==> src/design/isf_pkg.sv <==
// Package: register map, field positions and reset values of the interrupt status flags block
`default_nettype none
package isf_pkg;
    localparam int ISF_ADDR_W = 12;
    localparam int ISF_DATA_W = 32;
    localparam logic [11:0] ISF_FLAG_OFS = 12'h058;
    localparam logic [11:0] ISF_MASK_OFS = 12'h05C;
    localparam logic [11:0] ISF_DEAS_OFS = 12'h060;
    localparam logic [11:0] ISF_PEND_OFS = 12'h064;
    localparam int ISF_BIT_SW = 31;
    localparam int ISF_BIT_READY = 30;
    localparam int ISF_BIT_XCVR_B = 27;
    localparam int ISF_BIT_XCVR_A = 26;
    localparam int ISF_BIT_TIMER = 19;
    localparam int ISF_BIT_WAKE = 17;
    localparam int ISF_BIT_FIELDBUS = 0;
    localparam logic [31:0] ISF_IMPL_MASK = 32'hCC0A0001;
    localparam logic [31:0] ISF_W1C_MASK = 32'hC00A0000;
    localparam logic [31:0] ISF_FLAG_RST = 32'h00000000;
    localparam logic [31:0] ISF_MASK_RST = 32'h00000000;
    localparam logic [15:0] ISF_TIMER_WRAP = 16'hFFFF;
    localparam int ISF_READY_DELAY_NS = 100;
    localparam int ISF_CLK_NS = 10;
    localparam int ISF_READY_CYC = (ISF_READY_DELAY_NS + ISF_CLK_NS - 1) / ISF_CLK_NS;
endpackage
`default_nettype wire

==> src/design/interrupt_status_flags.sv <==
// Interrupt status word with enable mask, pending summary and level interrupt output
`default_nettype none
module interrupt_status_flags #(
    parameter int TimerW = 16
) (
    // Clock and reset
    input wire logic clk,
    input wire logic resetn,
    // Register port
    input wire logic [isf_pkg::ISF_ADDR_W-1:0] regAddr,
    input wire logic [isf_pkg::ISF_DATA_W-1:0] regWdata,
    input wire logic regWr,
    input wire logic regRd,
    output logic [isf_pkg::ISF_DATA_W-1:0] regRdata,
    // Event sources
    input wire logic transceiverAEvent,
    input wire logic transceiverBEvent,
    input wire logic fieldbusEvent,
    input wire logic [TimerW-1:0] timerCountValue,
    input wire logic wakeDetect,
    input wire logic wakeControlPending,
    // De-assertion interval from the interrupt pin logic
    input wire logic deassertActive,
    // Interrupt outputs
    output logic pendingIrq,
    output logic irqOut
);
    import isf_pkg::*;

    logic [31:0] flag_r;
    logic [31:0] mask_r;
    logic [31:0] flagView;
    logic [7:0] readyCnt_r;
    logic readyDone_r;
    logic timerWrap;
    logic flagWr;
    logic maskWr;
    logic [31:0] unmasked;

    initial begin
        if (TimerW != 16) begin
            $error("TimerW must be 16 to match the wrap value");
        end
        if (ISF_READY_CYC > 255) begin
            $error("Ready delay too long for counter");
        end
    end

    assign flagWr = regWr && (regAddr == ISF_FLAG_OFS);
    assign maskWr = regWr && (regAddr == ISF_MASK_OFS);

    isf_wrap_detect #(
        .CountW(TimerW)
    ) uWrap (
        .clk(clk),
        .resetn(resetn),
        .count(timerCountValue),
        .wrapPulse(timerWrap)
    );

    // Mask word; reserved bits never store
    always_ff @(posedge clk) begin
        if (!resetn) begin
            mask_r <= ISF_MASK_RST;
        end else if (maskWr) begin
            mask_r <= regWdata & ISF_IMPL_MASK;
        end
    end

    // Ready becomes valid a short fixed time after reset release
    always_ff @(posedge clk) begin
        if (!resetn) begin
            readyCnt_r <= 8'h00;
            readyDone_r <= 1'b0;
        end else if (!readyDone_r) begin
            if (readyCnt_r == 8'(ISF_READY_CYC - 1)) begin
                readyDone_r <= 1'b1;
            end else begin
                readyCnt_r <= readyCnt_r + 8'h01;
            end
        end
    end

    // Sticky flags: set wins over a clear in the same cycle
    always_ff @(posedge clk) begin
        if (!resetn) begin
            flag_r <= ISF_FLAG_RST;
        end else begin
            if (mask_r[ISF_BIT_SW]) begin
                flag_r[ISF_BIT_SW] <= 1'b1;
            end else if (flagWr && regWdata[ISF_BIT_SW]) begin
                flag_r[ISF_BIT_SW] <= 1'b0;
            end
            if (readyCnt_r == 8'(ISF_READY_CYC - 1) && !readyDone_r) begin
                flag_r[ISF_BIT_READY] <= 1'b1;
            end else if (flagWr && regWdata[ISF_BIT_READY]) begin
                flag_r[ISF_BIT_READY] <= 1'b0;
            end
            if (timerWrap) begin
                flag_r[ISF_BIT_TIMER] <= 1'b1;
            end else if (flagWr && regWdata[ISF_BIT_TIMER]) begin
                flag_r[ISF_BIT_TIMER] <= 1'b0;
            end
            if (wakeDetect) begin
                flag_r[ISF_BIT_WAKE] <= 1'b1;
            end else if (flagWr && regWdata[ISF_BIT_WAKE] && !wakeControlPending) begin
                flag_r[ISF_BIT_WAKE] <= 1'b0;
            end
        end
    end

    // Summary bits are live views of their sources, never stored
    always_comb begin
        flagView = flag_r & ISF_W1C_MASK;
        flagView[ISF_BIT_XCVR_B] = transceiverBEvent;
        flagView[ISF_BIT_XCVR_A] = transceiverAEvent;
        flagView[ISF_BIT_FIELDBUS] = fieldbusEvent;
    end

    assign unmasked = flagView & mask_r;
    assign pendingIrq = |unmasked;

    // Wake bypasses the de-assertion hold-off; the rest wait it out
    always_ff @(posedge clk) begin
        if (!resetn) begin
            irqOut <= 1'b0;
        end else begin
            irqOut <= unmasked[ISF_BIT_WAKE] || (pendingIrq && !deassertActive);
        end
    end

    // Read data valid only in the cycle after the strobe
    always_ff @(posedge clk) begin
        if (!resetn) begin
            regRdata <= '0;
        end else if (regRd) begin
            case (regAddr)
                ISF_FLAG_OFS: regRdata <= flagView;
                ISF_MASK_OFS: regRdata <= mask_r;
                ISF_PEND_OFS: regRdata <= {31'h00000000, pendingIrq};
                default: regRdata <= '0;
            endcase
        end else begin
            regRdata <= '0;
        end
    end

    // Edges since reset release, saturating; only the ready checks read it
    logic [7:0] sinceRelease_r;

    always_ff @(posedge clk) begin
        if (!resetn) begin
            sinceRelease_r <= 8'h00;
        end else if (sinceRelease_r != 8'hFF) begin
            sinceRelease_r <= sinceRelease_r + 8'h01;
        end
    end
endmodule
`default_nettype wire

==> src/design/isf_wrap_detect.sv <==
// Timer wrap detector: one-cycle pulse when the count goes from zero to all ones
`default_nettype none
module isf_wrap_detect #(
    parameter int CountW = 16
) (
    // Clock and reset
    input wire logic clk,
    input wire logic resetn,
    // Timer count
    input wire logic [CountW-1:0] count,
    output logic wrapPulse
);
    import isf_pkg::*;

    logic [CountW-1:0] prevCount_r;
    logic seen_r;

    initial begin
        if (CountW < 2) begin
            $error("CountW must be at least 2");
        end
    end

    always_ff @(posedge clk) begin
        if (!resetn) begin
            prevCount_r <= '0;
            seen_r <= 1'b0;
        end else begin
            prevCount_r <= count;
            seen_r <= 1'b1;
        end
    end

    // The first sampled value is not trusted, so a reset mid-count gives no false wrap
    assign wrapPulse = seen_r && (prevCount_r == '0) && (count == '1);
endmodule
`default_nettype wire

==> config.mk <==
export PLATFORM = sky130hd
export DESIGN_NAME = interrupt_status_flags
export DESIGN_NICKNAME = d
export VERILOG_FILES = /design/src/design/isf_pkg.sv /design/src/design/interrupt_status_flags.sv /design/src/design/isf_wrap_detect.sv
export SDC_FILE = /design/constraint.sdc
export NUM_CORES = 1
export LEC_CHECK = 0
export BUFFER_PORTS_ARGS = -buffer_cell sky130_fd_sc_hd__buf_2
export CORE_ASPECT_RATIO = 1.5
export CORE_MARGIN = 3
export CORE_UTILIZATION = 24
export CTS_CLUSTER_DIAMETER = 150
export DETAILED_ROUTE_END_ITERATION = 10
export GPL_TIMING_DRIVEN = 0
export HOLD_SLACK_MARGIN = 0.02
export PLACE_DENSITY = 0.5
export SLEW_MARGIN = 20
export SYNTH_ARGS = -nofsm -noshare
export SYNTH_HDL_FRONTEND = slang
export SYNTH_SLANG_ARGS = --single-unit
==> constraint.sdc <==
create_clock -name clk -period 2.07 [get_ports clk]
set_input_delay 0 -clock clk [delete_from_list [all_inputs] [get_ports clk]]
set_output_delay 0 -clock clk [all_outputs]
set_load 0.05 [all_outputs]
==> qor.txt <==
Slew HR = 0.542
Async S/R FF share, synth = 0
Port Buffer Count = 52
full die area = 9200 um2
Post-synth EDFFs = 0
routability cong. = 0.734
Fill cells = 793
routed wire length = 4.48 mm
Synth cell types = 36
Mapped Area = 1940 um2
Num CTS Buffers = 5
Setup violations, final = 0
CP arrival = 2040 ps
Lkg Pwr = 1.31 nW
Longest Clk Path Bufs = 2
gate count of the mapped netlist = 197
first-pass GRT wire length = 7.09 mm
clock root cell = clkbuf_16
critical path endpoint category = register
Worst Tran Pin Value = 682 ps
crit path time final = 1870 ps
I/O pins = 104
number of global-route vias before repair = 1553
largest net degree at the start of global routing = 16
WS Path Type = in -> reg
#FFs+latches synth = 45
Avg WL per Cell = 10.8 um
met2 WL = 2.39 mm
Cell Count, Final, Fillers Out = 413
Min-Delay Path Class = in -> reg
Hold Worst Slack = 43.1 ps
share of the yosys chip area belonging to registers = 0.465
H-tree Lvls = 2
total gr overflow = 0
CTS tree = built
most frequent cells in the layout = buf_2 (52), dfxtp_1 (45), dlygate4sd3_1 (30), buf_4 (25), conb_1 (25)
clock sinks = 45
Post CTS Setup Buffer Count = 0
antenna cell count = 0
Final Total Pwr = 2.24 mW
dpl hpwl = 3.43 mm
placed instance count = 375
most common cell after layout, fill and taps aside = buf_2
worst skew pair latency = 280 ps
clock-pin slew on the worst setup and hold paths = 60 ps
crit start category = input port
DRT Pass-1 Iters = 4
worst-path fanout max = 1
ANT nets after route = 0
final period utilization = 0.903
Cell Rows = 39
power density over cell area = 767 nW/um2
RSZ-0062 raised after global routing = false
gr usage total = 0.100
commonest register cell after synthesis = dfxtp_1
DR vias/cell = 3.96
Starting DRT DRC Count = 31
routed vias = 1637
met3 wire length = 334 um
worst clock skew = 3.77 ps
maxcap violations = 0
M1 WL = 1.70 mm
post-synthesis area per instance = 9.83 um2
Final Net Count = 382
setup_tns = 0 ps
Post-route DRC = 0
Die X = 79.3 um
die height = 116 um
core area = 7710 um2
top layer reached by signal wires = met4
Final Max Tran Viols = 0
final count of hold timing violations = 0
total number of yosys warnings = 0
initial antenna violation count = 0
Peak supply drop = 0.000410 V
status = complete, no violations
share of cells above drive strength 1 = 0.286
Area growth syn-to-layout = 50.5%
Fmax = 535 MHz
critical path required time = 2240 ps
Initial Util = 0.251
[power breakdown]
group | internal [mW] | switching (mW)
clock | 0.696 | 0.340
combinational | 0.133 | 0.166
sequential | 0.890 | 0.0110
[path summary, 6_finish.rpt]
path,from,endpoint,slack [ps],cells after the start
max,wakeControlPending,flag_r[17]$_SDFFE_PN0P_,200,6
min,fieldbusEvent,regRdata[0]$_SDFF_PN0_,40,3
max reg2reg,readyCnt_r[0]$_SDFFE_PN0P_,readyCnt_r[0]$_SDFFE_PN0P_,450,5
min reg2reg,mask_r[31]$_SDFFE_PN0P_,flag_r[31]$_SDFFE_PN0P_,510,2
[registers in the layout (all words and copies together), names as in the netlist]
register           count
uWrap.seen_r           1
uWrap.prevCount_r     16
regRdata               7
irqOut                 1
flag_r                 4
readyCnt_r             8
readyDone_r            1
mask_r                 7
[cell type report]
class / instances / area (um2) / share of cell area
Multi-Input combinational cell: 143 / 913 / 0.313
Sequential cell: 45 / 901 / 0.309
Timing Repair Buffer: 82 / 561 / 0.192
Buffer: 30 / 206 / 0.0708
Tap cell: 102 / 128 / 0.0438
Clock buffer: 5 / 125 / 0.0429
Clock inverter: 3 / 68.8 / 0.0236
Inverter: 3 / 11.3 / 0.00386
[worst max-delay path: stages]
cell and delay [ps]:
dlygate4sd3_1 530, buf_2 120, nor3b_1 160, dlygate4sd3_1 580, a21oi_1 60, dlygate4sd3_1 580
[repair_timing]
| action | 4_1_cts | 5_1_grt |
|---|---|---|
| hold buffers | 30 | 0 |
| resized for setup | 0 | 1 |
| setup endpoints to repair | 0 | 1 |
| hold endpoints to repair | 29 | 0 |
[per-layer routing]
layer  vias to the layer above  GRT usage
li1                        850          -
met2                        66      0.189
met3                         6     0.0288
met4                         0     0.0424
met1                       715      0.101
met5                         -          0
[kinds of logic (layout without fill, tap and decap cells)]
kind of cell | after synthesis | count (layout) | share of synthesized area
and+or+nand+nor | 80 | 80 | 0.251
buffers and inverters | 33 | 123 | 0.112
muxes | 15 | 15 | 0.0776
adders and majority gates | 2 | 2 | 0.0129
other | 1 | 25 | 0.00194
xor gates and xnor gates | 5 | 5 | 0.0226
AOI/OAI and AO/OA | 16 | 16 | 0.0562
DFF | 45 | 45 | 0.465
[synth_stat cells (2+ instances only)]
cell / number / area share
a21boi_0: 2 / 0.0078
a21oi_1: 4 / 0.010
a41o_1: 2 / 0.010
and2_1: 20 / 0.065
buf_4: 25 / 0.097
clkbuf_1: 5 / 0.0097
dfxtp_1: 45 / 0.47
ha_1: 2 / 0.013
inv_1: 3 / 0.0058
mux2i_1: 15 / 0.078
nand2_1: 14 / 0.027
nand2b_1: 3 / 0.0097
nand3_1: 2 / 0.0052
nand4_1: 4 / 0.013
nand4b_1: 2 / 0.0091
nor2_1: 8 / 0.016
nor2b_1: 9 / 0.029
nor3_1: 3 / 0.0078
nor3b_1: 2 / 0.0078
nor4_1: 4 / 0.013
nor4b_1: 2 / 0.0091
o21ai_0: 4 / 0.010
xnor2_1: 3 / 0.014
xor2_1: 2 / 0.0091
[metrics by stage]
step | util | cell area, um2 | worst slack (ps)
floorplan | - | 2030 | 463
global placement | 0.313 | 2410 | 98.2
detailed placement | 0.313 | 2410 | 92.4
CTS | 0.377 | 2910 | 73.9
global route | 0.378 | 2910 | 131
finish | 0.378 | 2910 | 200
No activity file was read; power rests on OpenSTA's default activity.
